==> src/core/iphri_defs.svh <==
// offsets, field positions and timing counts of the host register interface
// assumes inclusion by bare name from core files
`ifndef IPHRI_DEFS_SVH
`define IPHRI_DEFS_SVH

// =====================================================================
// register offsets (byte ports)
`define IPHRI_OFS_RELOC_LOW   8'h80
`define IPHRI_OFS_RELOC_HIGH  8'h81
`define IPHRI_OFS_PTR_LOW     8'h82
`define IPHRI_OFS_PTR_HIGH    8'h83
`define IPHRI_OFS_STATE_CMD   8'h84

// =====================================================================
// controller_state bits
`define IPHRI_ST_HARD_ERR     7
`define IPHRI_ST_DOUBLE_ERR   6
`define IPHRI_ST_ADDR_MODE    3
`define IPHRI_ST_IRQ_PEND     2
`define IPHRI_ST_ATTN_ACK     1
`define IPHRI_ST_READY        0

// =====================================================================
// controller_command bits
`define IPHRI_CMD_CLR_ERR     7
`define IPHRI_CMD_IRQ_ACK     6
`define IPHRI_CMD_RESET       5
`define IPHRI_CMD_IRQ_EOC     4
`define IPHRI_CMD_BYTE_WORD   3
`define IPHRI_CMD_CLR_IRQ     2
`define IPHRI_CMD_ATTN_REQ    1
`define IPHRI_CMD_START       0
// bits allowed while busy: reset, clear-interrupt, attention request
`define IPHRI_BUSY_OK_MASK    8'h26

// =====================================================================
// reset register values and timing
`define IPHRI_RESET_BYTE      8'h00
`define IPHRI_CONTROLLER_RESET_CMD_TIME_US    100
`define IPHRI_CLK_MHZ         50
`define IPHRI_CONTROLLER_RESET_CMD_CYCLES     (`IPHRI_CONTROLLER_RESET_CMD_TIME_US * `IPHRI_CLK_MHZ)

`endif

==> src/core/iphri_pkg.sv <==
// types of the host register interface
// assumes iphri_defs.svh for numeric constants
package iphri_pkg;

  // =====================================================================
  // sequencer states
  typedef enum logic [1:0]
  {
    IPHRI_IDLE  = 2'b00,
    IPHRI_FETCH = 2'b01,
    IPHRI_RUN   = 2'b10,
    IPHRI_RESET = 2'b11
  } iphri_seq_t;

endpackage

==> src/core/iphri_addr_gen.sv <==
// forms the physical parameter block address from relocation and pointer
// assumes all inputs are registered on the same clock
`timescale 1ns/10ps
`default_nettype none

module iphri_addr_gen
(
  // clock
  input  wire logic        clk_sys,
  input  wire logic        nrst,
  // inputs
  input  wire logic        ext_mode,
  input  wire logic [15:0] reloc,
  input  wire logic [15:0] pointer,
  // output
  output logic      [23:0] phys_addr
);

  logic [23:0] addr_d;
  logic [23:0] addr_q;

  // =====================================================================
  // address formation
  always_comb
  begin
    if (ext_mode)
      addr_d = {reloc[7:0], pointer};
    else
      addr_d = {4'h0, 20'({reloc, 4'h0} + {4'h0, pointer})};
  end

  always_ff @(posedge clk_sys)
  begin
    if (!nrst)
      addr_q <= 24'h000000;
    else
      addr_q <= addr_d;
  end

  assign phys_addr = addr_q;

endmodule

`default_nettype wire

==> src/core/iphri_regs.sv <==
// host register interface: pointer, relocation, state and command ports
// assumes a byte port bus on clk_sys and a command engine reporting events
`include "iphri_defs.svh"
`timescale 1ns/10ps
`default_nettype none

module iphri_regs
  import iphri_pkg::*;
#(
  parameter int unsigned CONTROLLER_RESET_CMD_CYCLES = `IPHRI_CONTROLLER_RESET_CMD_CYCLES
)
(
  // clock and resets
  input  wire logic        clk_sys,
  input  wire logic        nrst,
  input  wire logic        bus_init,
  // byte port bus
  input  wire logic [7:0]  io_addr,
  input  wire logic        io_wr,
  input  wire logic        io_rd,
  input  wire logic [7:0]  io_wdata,
  output logic      [7:0]  io_rdata,
  // addressing jumper pin
  input  wire logic        addr_jumper,
  // command engine events
  input  wire logic        eng_fetch_done,
  input  wire logic        eng_chain_end,
  input  wire logic        eng_hard_err,
  input  wire logic        eng_multi_err,
  input  wire logic        eng_status_dma_fail,
  input  wire logic        eng_extra_err,
  input  wire logic        eng_ptr_load,
  input  wire logic [15:0] eng_ptr_value,
  // command engine controls
  output logic             eng_start,
  output logic             eng_fetch_req,
  output logic             eng_abort,
  output logic             eng_attn_hold,
  output logic             eng_byte_mode,
  output logic      [23:0] eng_block_addr,
  output logic             eng_relocate,
  output logic             busy_conflict,
  // interrupt
  output logic             irq
);

  // =====================================================================
  // declarations
  logic [7:0]  reloc_lo_q, reloc_lo_d, reloc_hi_q, reloc_hi_d;
  logic [7:0]  ptr_lo_q, ptr_lo_d, ptr_hi_q, ptr_hi_d;
  logic        err_q, err_d, double_error_flag_q, double_error_flag_d, eff_q, eff_d;
  logic        pend_q, pend_d, ack_q, ack_d, ready_q, ready_d;
  logic        attention_request_q, attention_request_d;
  logic        iaa_q, iaa_d, iec_q, iec_d, bwm_q, bwm_d;
  logic        conflict_q, conflict_d;
  logic        mode_q, mode_d, mode_taken_q;
  logic [2:0]  jmp_sync_q;
  logic [12:0] controller_reset_cmd_cnt_q, controller_reset_cmd_cnt_d;
  iphri_seq_t  seq_q, seq_d;
  logic        wr_state, wr_ptr, cmd_ok, do_start, do_controller_reset_cmd, do_clear_error_cmd, do_clear_interrupt_cmd;
  logic        ack_irq, eoc_irq, do_reset;
  logic [7:0]  rdata_d;
  logic [7:0]  status;

  // =====================================================================
  // parameter check, refused at elaboration
  if (CONTROLLER_RESET_CMD_CYCLES < 1 || CONTROLLER_RESET_CMD_CYCLES > 8191)
  begin : g_controller_reset_cmd_range
    $error("CONTROLLER_RESET_CMD_CYCLES outside counter range");
  end

  // =====================================================================
  // jumper synchroniser, unreset: full of pin level by release, no false early capture
  always_ff @(posedge clk_sys)
  begin
    jmp_sync_q <= {jmp_sync_q[1:0], addr_jumper};
  end

  // =====================================================================
  // write decode
  always_comb
  begin
    wr_state = io_wr && (io_addr == `IPHRI_OFS_STATE_CMD);
    wr_ptr   = io_wr && (io_addr >= `IPHRI_OFS_RELOC_LOW) && (io_addr <= `IPHRI_OFS_PTR_HIGH);
    cmd_ok   = ready_q || ((io_wdata & ~`IPHRI_BUSY_OK_MASK) == 8'h00);
    do_controller_reset_cmd  = wr_state && io_wdata[`IPHRI_CMD_RESET];
    do_clear_interrupt_cmd  = wr_state && io_wdata[`IPHRI_CMD_CLR_IRQ];
    do_clear_error_cmd  = wr_state && ready_q && io_wdata[`IPHRI_CMD_CLR_ERR];
    do_start = wr_state && ready_q && io_wdata[`IPHRI_CMD_START] && !do_controller_reset_cmd;
    do_reset = !nrst || bus_init || do_controller_reset_cmd;
  end

  // =====================================================================
  // register next state
  always_comb
  begin
    reloc_lo_d = reloc_lo_q;
    reloc_hi_d = reloc_hi_q;
    ptr_lo_d   = ptr_lo_q;
    ptr_hi_d   = ptr_hi_q;
    err_d      = err_q;
    double_error_flag_d     = double_error_flag_q;
    eff_d      = eff_q;
    pend_d     = pend_q;
    ack_d      = ack_q;
    ready_d    = ready_q;
    attention_request_d     = attention_request_q;
    iaa_d      = iaa_q;
    iec_d      = iec_q;
    bwm_d      = bwm_q;
    conflict_d = 1'b0;
    ack_irq    = 1'b0;
    eoc_irq    = 1'b0;
    // pointer registers only writable while ready
    if (wr_ptr && ready_q)
    begin
      unique case (io_addr)
        `IPHRI_OFS_RELOC_LOW:  reloc_lo_d = io_wdata;
        `IPHRI_OFS_RELOC_HIGH: reloc_hi_d = io_wdata;
        `IPHRI_OFS_PTR_LOW:    ptr_lo_d   = io_wdata;
        default:               ptr_hi_d   = io_wdata;
      endcase
    end
    if ((wr_ptr && !ready_q) || (wr_state && !cmd_ok))
      conflict_d = 1'b1;
    // clears first, hardware sets afterwards so a coincident event wins
    if (do_clear_error_cmd)
    begin
      err_d  = 1'b0;
      double_error_flag_d = 1'b0;
    end
    if (do_clear_interrupt_cmd)
      pend_d = 1'b0;
    if (wr_state && cmd_ok)
      attention_request_d = io_wdata[`IPHRI_CMD_ATTN_REQ];
    if (do_start)
    begin
      err_d   = 1'b0;
      eff_d   = 1'b0;
      pend_d  = 1'b0;
      ack_d   = 1'b0;
      ready_d = 1'b0;
      iaa_d   = io_wdata[`IPHRI_CMD_IRQ_ACK];
      iec_d   = io_wdata[`IPHRI_CMD_IRQ_EOC];
      bwm_d   = io_wdata[`IPHRI_CMD_BYTE_WORD];
    end
    // attention handshake
    if (attention_request_q && !ack_q && !ready_q && !do_start)
    begin
      ack_d   = 1'b1;
      ack_irq = iaa_q;
    end
    else if (!attention_request_q && ack_q)
      ack_d = 1'b0;
    // engine reports; hard error halts and counts as chain end
    if (eng_hard_err)
    begin
      err_d   = 1'b1;
      ready_d = 1'b1;
      eoc_irq = iec_q;
    end
    else if (eng_chain_end && !ready_q)
    begin
      ready_d = 1'b1;
      eoc_irq = iec_q;
    end
    if (eng_multi_err || eng_status_dma_fail || (eng_hard_err && err_q))
      double_error_flag_d = 1'b1;
    if (eng_extra_err)
      eff_d = 1'b1;
    if (ack_irq || eoc_irq)
      pend_d = 1'b1;
    // engine loads the pointer only on a hard error with eng_ptr_load
    if (eng_hard_err && eng_ptr_load)
      {ptr_hi_d, ptr_lo_d} = eng_ptr_value;
  end

  always_ff @(posedge clk_sys)
  begin
    if (do_reset)
    begin
      reloc_lo_q <= `IPHRI_RESET_BYTE;
      reloc_hi_q <= `IPHRI_RESET_BYTE;
      ptr_lo_q   <= `IPHRI_RESET_BYTE;
      ptr_hi_q   <= `IPHRI_RESET_BYTE;
      err_q      <= 1'b0;
      double_error_flag_q     <= 1'b0;
      eff_q      <= 1'b0;
      pend_q     <= 1'b0;
      ack_q      <= 1'b0;
      ready_q    <= 1'b1;
      attention_request_q     <= 1'b0;
      iaa_q      <= 1'b0;
      iec_q      <= 1'b0;
      bwm_q      <= 1'b0;
      conflict_q <= 1'b0;
    end
    else
    begin
      reloc_lo_q <= reloc_lo_d;
      reloc_hi_q <= reloc_hi_d;
      ptr_lo_q   <= ptr_lo_d;
      ptr_hi_q   <= ptr_hi_d;
      err_q      <= err_d;
      double_error_flag_q     <= double_error_flag_d;
      eff_q      <= eff_d;
      pend_q     <= pend_d;
      ack_q      <= ack_d;
      ready_q    <= ready_d;
      attention_request_q     <= attention_request_d;
      iaa_q      <= iaa_d;
      iec_q      <= iec_d;
      bwm_q      <= bwm_d;
      conflict_q <= conflict_d;
    end
  end

  // =====================================================================
  // addressing mode: taken once after power-up, untouched by software
  always_comb
  begin
    mode_d = mode_q;
    if (!mode_taken_q && (jmp_sync_q[2] == jmp_sync_q[1]))
      mode_d = jmp_sync_q[2];
  end

  always_ff @(posedge clk_sys)
  begin
    if (!nrst)
    begin
      mode_q       <= 1'b0;
      mode_taken_q <= 1'b0;
    end
    else
    begin
      mode_q       <= mode_d;
      mode_taken_q <= mode_taken_q || (jmp_sync_q[2] == jmp_sync_q[1]);
    end
  end

  // =====================================================================
  // sequencer: start, fetch, run, and the timed controller reset abort
  always_comb
  begin
    seq_d      = seq_q;
    controller_reset_cmd_cnt_d = controller_reset_cmd_cnt_q;
    unique case (seq_q)
      IPHRI_IDLE:
        if (do_start)
          seq_d = IPHRI_FETCH;
      IPHRI_FETCH:
        if (eng_hard_err)
          seq_d = IPHRI_IDLE;
        else if (eng_fetch_done)
          seq_d = IPHRI_RUN;
      IPHRI_RUN:
        if (eng_hard_err || eng_chain_end)
          seq_d = IPHRI_IDLE;
      IPHRI_RESET:
        if (controller_reset_cmd_cnt_q == 13'h0000)
          seq_d = IPHRI_IDLE;
        else
          controller_reset_cmd_cnt_d = controller_reset_cmd_cnt_q - 13'h0001;
    endcase
    // bounded abort time: engine sees abort for a fixed window
    if (do_controller_reset_cmd)
    begin
      seq_d      = IPHRI_RESET;
      controller_reset_cmd_cnt_d = 13'(CONTROLLER_RESET_CMD_CYCLES - 1);
    end
  end

  always_ff @(posedge clk_sys)
  begin
    if (!nrst || bus_init)
    begin
      seq_q      <= IPHRI_IDLE;
      controller_reset_cmd_cnt_q <= 13'h0000;
    end
    else
    begin
      seq_q      <= seq_d;
      controller_reset_cmd_cnt_q <= controller_reset_cmd_cnt_d;
    end
  end

  // =====================================================================
  // read path
  always_comb
  begin
    status = 8'h00;
    status[`IPHRI_ST_HARD_ERR]   = err_q;
    status[`IPHRI_ST_DOUBLE_ERR] = double_error_flag_q;
    status[`IPHRI_ST_ADDR_MODE]  = mode_q;
    status[`IPHRI_ST_IRQ_PEND]   = pend_q;
    status[`IPHRI_ST_ATTN_ACK]   = ack_q;
    status[`IPHRI_ST_READY]      = ready_q;
    unique case (io_addr)
      `IPHRI_OFS_RELOC_LOW:  rdata_d = reloc_lo_q;
      `IPHRI_OFS_RELOC_HIGH: rdata_d = reloc_hi_q;
      `IPHRI_OFS_PTR_LOW:    rdata_d = ptr_lo_q;
      `IPHRI_OFS_PTR_HIGH:   rdata_d = ptr_hi_q;
      `IPHRI_OFS_STATE_CMD:  rdata_d = status;
      default:               rdata_d = 8'h00;
    endcase
    if (!io_rd)
      rdata_d = io_rdata;
  end

  always_ff @(posedge clk_sys)
  begin
    if (!nrst)
      io_rdata <= 8'h00;
    else
      io_rdata <= rdata_d;
  end

  // =====================================================================
  // address formation
  iphri_addr_gen u_addr
  (
    .clk_sys   (clk_sys),
    .nrst      (nrst),
    .ext_mode  (mode_q),
    .reloc     ({reloc_hi_q, reloc_lo_q}),
    .pointer   ({ptr_hi_q, ptr_lo_q}),
    .phys_addr (eng_block_addr)
  );

  // =====================================================================
  // outputs to the engine and the bus
  assign eng_start     = (seq_q == IPHRI_IDLE) && (seq_d == IPHRI_FETCH);
  assign eng_fetch_req = (seq_q == IPHRI_FETCH) && !ready_q;
  assign eng_abort     = (seq_q == IPHRI_RESET);
  assign eng_attn_hold = ack_q;
  assign eng_byte_mode = bwm_q;
  assign eng_relocate  = ({reloc_hi_q, reloc_lo_q} != 16'h0000);
  assign busy_conflict = conflict_q;
  assign irq           = pend_q;

endmodule

`default_nettype wire

==> config.mk <==
export PLATFORM = sky130hd
export DESIGN_NAME = iphri_regs
export DESIGN_NICKNAME = d
export VERILOG_FILES = /design/src/core/iphri_pkg.sv /design/src/core/iphri_addr_gen.sv /design/src/core/iphri_regs.sv
export VERILOG_INCLUDE_DIRS = /design/src /design/src/core
export SDC_FILE = /design/constraint.sdc
export NUM_CORES = 1
export LEC_CHECK = 0
export BUFFER_PORTS_ARGS = -buffer_cell sky130_fd_sc_hd__buf_2
export CAP_MARGIN = 20
export CORE_ASPECT_RATIO = 1.75
export CORE_MARGIN = 5
export CORE_UTILIZATION = 55
export DETAILED_ROUTE_END_ITERATION = 8
export HOLD_SLACK_MARGIN = 0.12
export PLACE_DENSITY = 0.89
export SLEW_MARGIN = 20
export SYNTH_ARGS = -nofsm -noshare
export SYNTH_HDL_FRONTEND = slang
export SYNTH_HIERARCHICAL = 1
export SYNTH_SLANG_ARGS = --single-unit
==> constraint.sdc <==
create_clock -name clk_sys -period 7.2 [get_ports clk_sys]
set_input_delay 1.44 -clock clk_sys [delete_from_list [all_inputs] [get_ports clk_sys]]
set_output_delay 1.44 -clock clk_sys [all_outputs]
set_load 0.005 [all_outputs]
==> flow_results.xml, run 1 <==
<?xml version="1.0" encoding="UTF-8"?>
<metrics>
  <group name="logic_synthesis">
    <metric name="synthAdderAreaFrac" unit="">0.0417</metric>
    <metric name="synth.largest_area_cell" unit="">sky130_fd_sc_hd__dfxtp_1</metric>
    <metric name="netlist_instances" unit="">498</metric>
    <metric name="ys_seq_area_frac" unit="">0.402</metric>
    <metric name="avgSynthCellArea" unit="µm²">9.40</metric>
    <metric name="netlist-cell-type-count" unit="">60</metric>
    <metric name="synth_compound_gate_area_share" unit="">0.183</metric>
    <metric name="synth_top_cells_by_area" unit="">sky130_fd_sc_hd__dfxtp_1 40%, sky130_fd_sc_hd__mux2i_1 7.9%, sky130_fd_sc_hd__o21ai_0 6.0%, sky130_fd_sc_hd__a21oi_1 4.9%, sky130_fd_sc_hd__mux4_2 3.8%</metric>
    <metric name="synth.cell_area" unit="µm²">4680</metric>
    <metric name="synthesized_area_fraction_occupied_by_xor_and_xnor_cells" unit="">0.0243</metric>
    <metric name="synth-edff-count" unit="">0</metric>
    <metric name="netlist_top_cells_count" unit="">94 x sky130_fd_sc_hd__dfxtp_1, 56 x sky130_fd_sc_hd__o21ai_0, 46 x sky130_fd_sc_hd__a21oi_1</metric>
    <metric name="synth_ff_type" unit="">sky130_fd_sc_hd__dfxtp_1</metric>
    <metric name="synth_top_area_frac" unit="">0.402</metric>
    <metric name="yosys.area_share.simple" unit="">0.201</metric>
    <metric name="combinational_family_with_the_most_area_after_synthesis" unit="">simple AND/OR/NAND/NOR gates</metric>
    <metric name="synth-warning-count" unit="">6</metric>
    <metric name="synth.most_common_cell" unit="">sky130_fd_sc_hd__dfxtp_1</metric>
    <metric name="syn-num-nets" unit="">558</metric>
    <metric name="synth-async-reset-ratio" unit="">0</metric>
    <metric name="ys_ff_latch" unit="">94</metric>
    <metric name="post_synth_mux_area_share" unit="">0.120</metric>
  </group>
  <group name="critical_path">
    <metric name="timing.critical_path.arrival" unit="ps">3550</metric>
    <metric name="cp.required" unit="ps">5760</metric>
    <metric name="reg2reg_setup_slack" unit="ps">4660</metric>
    <metric name="timing_worst_setup_path_type" unit="">input port to primary output</metric>
    <metric name="critical_path_end_type" unit="">primary output</metric>
    <metric name="critical_path_peak_fanout" unit="">15</metric>
    <metric name="critical_path.startpoint_type" unit="">input port</metric>
  </group>
  <group name="place">
    <metric name="place_worst_setup_slack" unit="ps">2290</metric>
    <metric name="final_weighted_congestion_in_routability_driven_placement" unit="">0.980</metric>
    <metric name="dp_hpwl" unit="µm">9810</metric>
    <metric name="port-buffer-count" unit="">83</metric>
    <metric name="dpl_cell_area" unit="µm²">5170</metric>
    <metric name="dpl.cell_count" unit="">673</metric>
  </group>
  <group name="clocking">
    <metric name="ctsResizeCount" unit="">0</metric>
    <metric name="cts_buffer_depth" unit="">2</metric>
    <metric name="cts.clk_slew.worst_paths" unit="ps">60</metric>
    <metric name="clock_sinks" unit="">94</metric>
    <metric name="clk_latency" unit="ps">350</metric>
    <metric name="cts_htree_levels" unit="">3</metric>
    <metric name="tritoncts_clock_tree" unit="">done</metric>
    <metric name="cts_setup_buffers" unit="">0</metric>
    <metric name="clk_root_buffer_cell" unit="">sky130_fd_sc_hd__clkbuf_16</metric>
    <metric name="post_cts_hold_buffer_count" unit="">0</metric>
    <metric name="cts_buffers" unit="">9</metric>
  </group>
  <group name="sta">
    <metric name="tightestPinTransition" unit="ps">1010</metric>
    <metric name="timing.fmax" unit="GHz">0.201</metric>
    <metric name="finClkSkew" unit="ps">7.44</metric>
    <metric name="final-max-slew-violation-count" unit="">0</metric>
    <metric name="unrepaired_setup_endpoints_after_global_routing" unit="">false</metric>
    <metric name="finalSetupViolCount" unit="">0</metric>
    <metric name="fin_crit_sh" unit="">0.692</metric>
    <metric name="finalHoldWorstSlack" unit="ps">352</metric>
    <metric name="worst_setup_margin" unit="ps">2210</metric>
    <metric name="timing.max_slew.rel_slack" unit="">0.322</metric>
    <metric name="finalHoldViolations" unit="">0</metric>
    <metric name="finalCriticalPeriod" unit="ps">4990</metric>
    <metric name="sum_neg_setup_slack" unit="ps">0</metric>
  </group>
  <group name="worst_hold_path">
    <metric name="hold_path_class" unit="">flop to flop</metric>
  </group>
  <group name="route">
    <metric name="drt-vias-per-instance" unit="">6.22</metric>
    <metric name="route.antenna.remaining_nets" unit="">0</metric>
    <metric name="first_pass_iters" unit="">5</metric>
    <metric name="postRouteWirelength" unit="µm">13200</metric>
    <metric name="detail_route.iter0.violations" unit="">272</metric>
    <metric name="routed-via-count" unit="">4286</metric>
    <metric name="routed_wire_length_per_instance" unit="µm">19.1</metric>
    <metric name="drc" unit="">0</metric>
  </group>
  <group name="finish">
    <metric name="number_of_nets_in_the_final_layout" unit="">629</metric>
    <metric name="antenna-diode-count" unit="">0</metric>
    <metric name="drive_gt1_frac" unit="">0.216</metric>
    <metric name="final.fill_count" unit="">635</metric>
    <metric name="layout.core_utilization" unit="">0.658</metric>
    <metric name="layout-area-overhead-vs-synth" unit="%">16.8</metric>
    <metric name="final_cells" unit="">689</metric>
    <metric name="post-route-cell-area" unit="µm²">5470</metric>
  </group>
  <group name="die">
    <metric name="die_x" unit="µm">79.7</metric>
    <metric name="initial_utilization" unit="">0.563</metric>
    <metric name="io-pin-count" unit="">85</metric>
    <metric name="core-area" unit="µm²">8310</metric>
    <metric name="die_height" unit="µm">132</metric>
    <metric name="fp.dieArea" unit="µm²">10500</metric>
    <metric name="fp-row-count" unit="">44</metric>
  </group>
  <group name="flow_run">
    <metric name="cap_viol_max_count" unit="">0</metric>
  </group>
  <group name="power">
    <metric name="leakage" unit="nW">2.13</metric>
    <metric name="power.total" unit="mW">1.09</metric>
    <metric name="powerDensity" unit="nW/µm²">200</metric>
    <metric name="ir_drop" unit="mV">0.151</metric>
  </group>
  <group name="global_route">
    <metric name="pin_count_of_the_biggest_net_entering_global_routing" unit="">40</metric>
    <metric name="grt_antenna_before_repair" unit="">0</metric>
    <metric name="groute.usage.overall" unit="">0.259</metric>
    <metric name="grt_pass1_vias" unit="">4430</metric>
    <metric name="globalRoute.totalOverflow" unit="">0</metric>
    <metric name="global_route_wire_length_before_repair" unit="µm">21300</metric>
  </group>
  <group name="outcome">
    <metric name="status" unit="">finished, final reports clean</metric>
  </group>
</metrics>
[cell families after synthesis]
| kind of cell | after synthesis |
|---|---|
| flops | 94 |
| mux | 46 |
| buf+inv | 30 |
| fa+ha+maj | 15 |
| simple gates | 154 |
| compound gates | 146 |
| xor+xnor | 13 |
[critical path: stages]
cell,delay [ps]
sky130_fd_sc_hd__buf_2,210
sky130_fd_sc_hd__nor4b_1,750
sky130_fd_sc_hd__nand4_1,480
sky130_fd_sc_hd__or3_1,480
sky130_fd_sc_hd__inv_1,70
sky130_fd_sc_hd__buf_2,100
[metal layers]
metal / vias up / share of wire / track usage
met4: 0 / 0.050 / 0.157
met3: 50 / 0.061 / 0.0540
met2: 202 / 0.52 / 0.458
li1: 2005 / - / -
met1: 2029 / 0.37 / 0.272
met5: - / 0 / 0
[cells in the final DEF, fill, tap and decap left out, types with 8 or more instances in the layout]
master / count
sky130_fd_sc_hd__dfxtp_1: 94
sky130_fd_sc_hd__buf_2: 83
sky130_fd_sc_hd__o21ai_0: 56
sky130_fd_sc_hd__a21oi_1: 46
sky130_fd_sc_hd__mux2i_1: 37
sky130_fd_sc_hd__nor2_1: 32
sky130_fd_sc_hd__nand2_1: 21
sky130_fd_sc_hd__and2_1: 15
sky130_fd_sc_hd__or3_1: 15
sky130_fd_sc_hd__ha_1: 14
sky130_fd_sc_hd__xnor2_1: 10
sky130_fd_sc_hd__nand3_1: 9
sky130_fd_sc_hd__clkbuf_16: 9
sky130_fd_sc_hd__a31oi_1: 8
sky130_fd_sc_hd__mux4_2: 8
[final timing paths]
path | from | endpoint | cells after the start
max | io_addr[0] | eng_start | 6
min | jmp_sync_q[0]$_DFF_P_ | jmp_sync_q[1]$_DFF_P_ | 0
max reg2reg | reloc_lo_q[0]$_SDFFE_PP0P_ | u_addr/phys_addr[18]$_SDFF_PN0_ | 8
min reg2reg | jmp_sync_q[0]$_DFF_P_ | jmp_sync_q[1]$_DFF_P_ | 0
[area by class of cell]
class / count / area [µm²] / share of cell area
clock buffer: 9 / 225 / 0.0412
clock inverter: 7 / 72.6 / 0.0133
multi-input combinational: 374 / 2690 / 0.492
tap: 115 / 144 / 0.0263
timing repair buffer: 85 / 438 / 0.0801
inverter: 5 / 18.8 / 0.00343
sequential: 94 / 1880 / 0.344
[state kept, by name (all words and copies together) (netlist names), 2 cells and up]
register / cells
io_rdata: 8
u_addr/phys_addr: 24
ptr_hi_q: 8
ptr_lo_q: 8
controller_reset_cmd_cnt_q: 13
jmp_sync_q: 3
reloc_hi_q: 8
seq_q: 2
reloc_lo_q: 8
[report_power, final]
part	internal [mW]	switching, mW
Clock	0.270	0.205
Combinational	0.0309	0.0455
Sequential	0.530	0.0113
Note: power is estimated with default switching activity, not from simulation.
==> run 2: changes to the inputs <==
==> constraint.sdc (replaced) <==
create_clock -name clk_sys -period 4.9 [get_ports clk_sys]
set_input_delay 0.98 -clock clk_sys [delete_from_list [all_inputs] [get_ports clk_sys]]
set_output_delay 0.98 -clock clk_sys [all_outputs]
set_load 0.005 [all_outputs]
==> flow_results.xml, run 2 (synthesized netlist as in run 1, its figures left out) <==
<?xml version="1.0" encoding="UTF-8"?>
<metrics>
  <group name="power">
    <metric name="ir_drop" unit="mV">0.214</metric>
    <metric name="clockPowerShare" unit="">0.431</metric>
    <metric name="sequentialPowerShare" unit="">0.499</metric>
    <metric name="power.total" unit="mW">1.59</metric>
    <metric name="power.internal" unit="mW">1.22</metric>
    <metric name="powerDensity" unit="nW/µm²">292</metric>
    <metric name="p_sw" unit="mW">0.372</metric>
    <metric name="leakage" unit="nW">2.12</metric>
    <metric name="swShare" unit="">0.233</metric>
    <metric name="power.share.combinational" unit="">0.070</metric>
  </group>
  <group name="clocking">
    <metric name="clk_latency" unit="ps">340</metric>
    <metric name="cts_htree_levels" unit="">3</metric>
    <metric name="ctsResizeCount" unit="">0</metric>
    <metric name="post_cts_hold_buffer_count" unit="">0</metric>
    <metric name="clock_sinks" unit="">94</metric>
    <metric name="cts_buffers" unit="">9</metric>
    <metric name="cts_setup_buffers" unit="">0</metric>
    <metric name="cts.clk_slew.worst_paths" unit="ps">60</metric>
    <metric name="tritoncts_clock_tree" unit="">done</metric>
    <metric name="cts_buffer_depth" unit="">2</metric>
    <metric name="clk_root_buffer_cell" unit="">sky130_fd_sc_hd__clkbuf_16</metric>
  </group>
  <group name="die">
    <metric name="initial_utilization" unit="">0.563</metric>
    <metric name="die_x" unit="µm">79.7</metric>
    <metric name="core-area" unit="µm²">8310</metric>
    <metric name="io-pin-count" unit="">85</metric>
    <metric name="fp.dieArea" unit="µm²">10500</metric>
    <metric name="fp-row-count" unit="">44</metric>
    <metric name="die_height" unit="µm">132</metric>
  </group>
  <group name="sta">
    <metric name="finalSetupViolCount" unit="">0</metric>
    <metric name="timing.fmax" unit="GHz">0.256</metric>
    <metric name="finalHoldViolations" unit="">0</metric>
    <metric name="final-max-slew-violation-count" unit="">0</metric>
    <metric name="finClkSkew" unit="ps">8.15</metric>
    <metric name="fin_crit_sh" unit="">0.798</metric>
    <metric name="unrepaired_setup_endpoints_after_global_routing" unit="">false</metric>
    <metric name="finalCriticalPeriod" unit="ps">3910</metric>
    <metric name="sum_neg_setup_slack" unit="ps">0</metric>
    <metric name="worst_setup_margin" unit="ps">988</metric>
    <metric name="tightestPinTransition" unit="ps">983</metric>
    <metric name="timing.max_slew.rel_slack" unit="">0.338</metric>
  </group>
  <group name="flow_run">
    <metric name="cap_viol_max_count" unit="">0</metric>
  </group>
  <group name="critical_path">
    <metric name="timing.critical_path.arrival" unit="ps">2930</metric>
    <metric name="critical_path_end_type" unit="">primary output</metric>
    <metric name="critical_path_peak_fanout" unit="">15</metric>
    <metric name="worst_path_most_repeated_cell" unit="">sky130_fd_sc_hd__buf_2</metric>
    <metric name="crit_family" unit="">simple AND/OR/NAND/NOR gates</metric>
    <metric name="reg2reg_setup_slack" unit="ps">2260</metric>
    <metric name="cp.required" unit="ps">3920</metric>
    <metric name="crit_path_max_incr_delay" unit="ps">650</metric>
    <metric name="critical_path.cell_chain" unit="">buf_2, nor4b_1, nand4_1, or3_1, inv_1, buf_2</metric>
    <metric name="critical_path.startpoint_type" unit="">input port</metric>
    <metric name="critical_path.slowest_cell" unit="">sky130_fd_sc_hd__nor4b_1</metric>
    <metric name="timing_worst_setup_path_type" unit="">input port to primary output</metric>
    <metric name="critical_path_buf_inv_count" unit="">3</metric>
  </group>
  <group name="global_route">
    <metric name="grt_use_met2" unit="">0.446</metric>
    <metric name="grt_pass1_vias" unit="">4349</metric>
    <metric name="groute.usage.overall" unit="">0.252</metric>
    <metric name="grt_antenna_before_repair" unit="">0</metric>
    <metric name="pin_count_of_the_biggest_net_entering_global_routing" unit="">40</metric>
    <metric name="global_route_wire_length_before_repair" unit="µm">20900</metric>
    <metric name="grtUsageMet1" unit="">0.271</metric>
    <metric name="met3_usage" unit="">0.0315</metric>
    <metric name="globalRoute.totalOverflow" unit="">0</metric>
    <metric name="grt.busiest_layer" unit="">met2</metric>
  </group>
  <group name="finish">
    <metric name="largest_reg_flops" unit="">24</metric>
    <metric name="sequential_cell_area" unit="µm²">1880</metric>
    <metric name="antenna-diode-count" unit="">0</metric>
    <metric name="layout-area-overhead-vs-synth" unit="%">16.7</metric>
    <metric name="multi_input_comb_area" unit="µm²">2690</metric>
    <metric name="most_frequent_cells_in_the_layout" unit="">94 x sky130_fd_sc_hd__dfxtp_1, 83 x sky130_fd_sc_hd__buf_2, 56 x sky130_fd_sc_hd__o21ai_0</metric>
    <metric name="drive_gt1_frac" unit="">0.213</metric>
    <metric name="number_of_nets_in_the_final_layout" unit="">628</metric>
    <metric name="layout.cells.most_common" unit="">sky130_fd_sc_hd__dfxtp_1</metric>
    <metric name="final.fill_count" unit="">663</metric>
  </group>
  <group name="route">
    <metric name="detail_route.iter0.violations" unit="">403</metric>
    <metric name="drc" unit="">0</metric>
    <metric name="drt-vias-per-instance" unit="">6.24</metric>
    <metric name="routed_wire_length_per_instance" unit="µm">18.6</metric>
    <metric name="postRouteWirelength" unit="µm">12800</metric>
    <metric name="routed-via-count" unit="">4294</metric>
    <metric name="first_pass_iters" unit="">5</metric>
    <metric name="route.antenna.remaining_nets" unit="">0</metric>
  </group>
  <group name="place">
    <metric name="port-buffer-count" unit="">83</metric>
    <metric name="dp_hpwl" unit="µm">9570</metric>
    <metric name="final_weighted_congestion_in_routability_driven_placement" unit="">0.958</metric>
    <metric name="place_worst_setup_slack" unit="ps">984</metric>
  </group>
  <group name="outcome">
    <metric name="status" unit="">finished, final reports clean</metric>
  </group>
  <group name="worst_hold_path">
    <metric name="hold_path_class" unit="">flop to flop</metric>
  </group>
</metrics>
-- run 2: changes by cell type in the layout (fill, tap and decap cells not counted), sizes merged --
| cell | change |
|---|---|
| clkbuf | +1 |
| clkinvlp | -1 |
| buf | -1 |
-- run 2: worst paths after layout --
kind	from	endpoint	cells after the start
worst max-delay path	io_addr[0]	eng_start	6
worst max register to register	reloc_lo_q[0]$_SDFFE_PP0P_	u_addr/phys_addr[18]$_SDFF_PN0_	8
worst min register to register	jmp_sync_q[0]$_DFF_P_	jmp_sync_q[1]$_DFF_P_	0
worst min-delay path	jmp_sync_q[0]$_DFF_P_	jmp_sync_q[1]$_DFF_P_	0
-- run 2: power groups by stage --
stage / Combinational [mW] / Sequential (mW) / Clock (mW)
2_1_floorplan: 0.0669 / 0.804 / 0
3_3_place_gp: 0.104 / 0.812 / 0
3_5_place_dp: 0.109 / 0.812 / 0
4_1_cts: 0.111 / 0.795 / 0.700
5_1_grt: 0.123 / 0.797 / 0.727
6_report: 0.112 / 0.795 / 0.687
-- run 2: layout make-up --
cell class | instances | area share
inverters | 5 | 0.00344
well taps | 115 | 0.0263
repair buffers | 84 | 0.0788
multi-input cells | 374 | 0.492
clock inverters | 6 | 0.0126
clock buffers | 10 | 0.0419
flip-flops and latches | 94 | 0.344
-- run 2: through the flow --
stage               hold WS (ps)  std cells  area, µm²   util
global route                 344        688       5460  0.657
detailed placement           314        672       5160  0.621
CTS                          337        688       5460  0.657
finish                       331        688       5460  0.657
floorplan                    310        498       4680      -
global placement             312        671       5150  0.620
-- run 2: routing by layer --
metal | wire length (µm) | vias up
li1 | - | 2001
met4 | 801 | 0
met5 | 0 | -
met1 | 4600 | 2021
met3 | 721 | 60
met2 | 6670 | 212
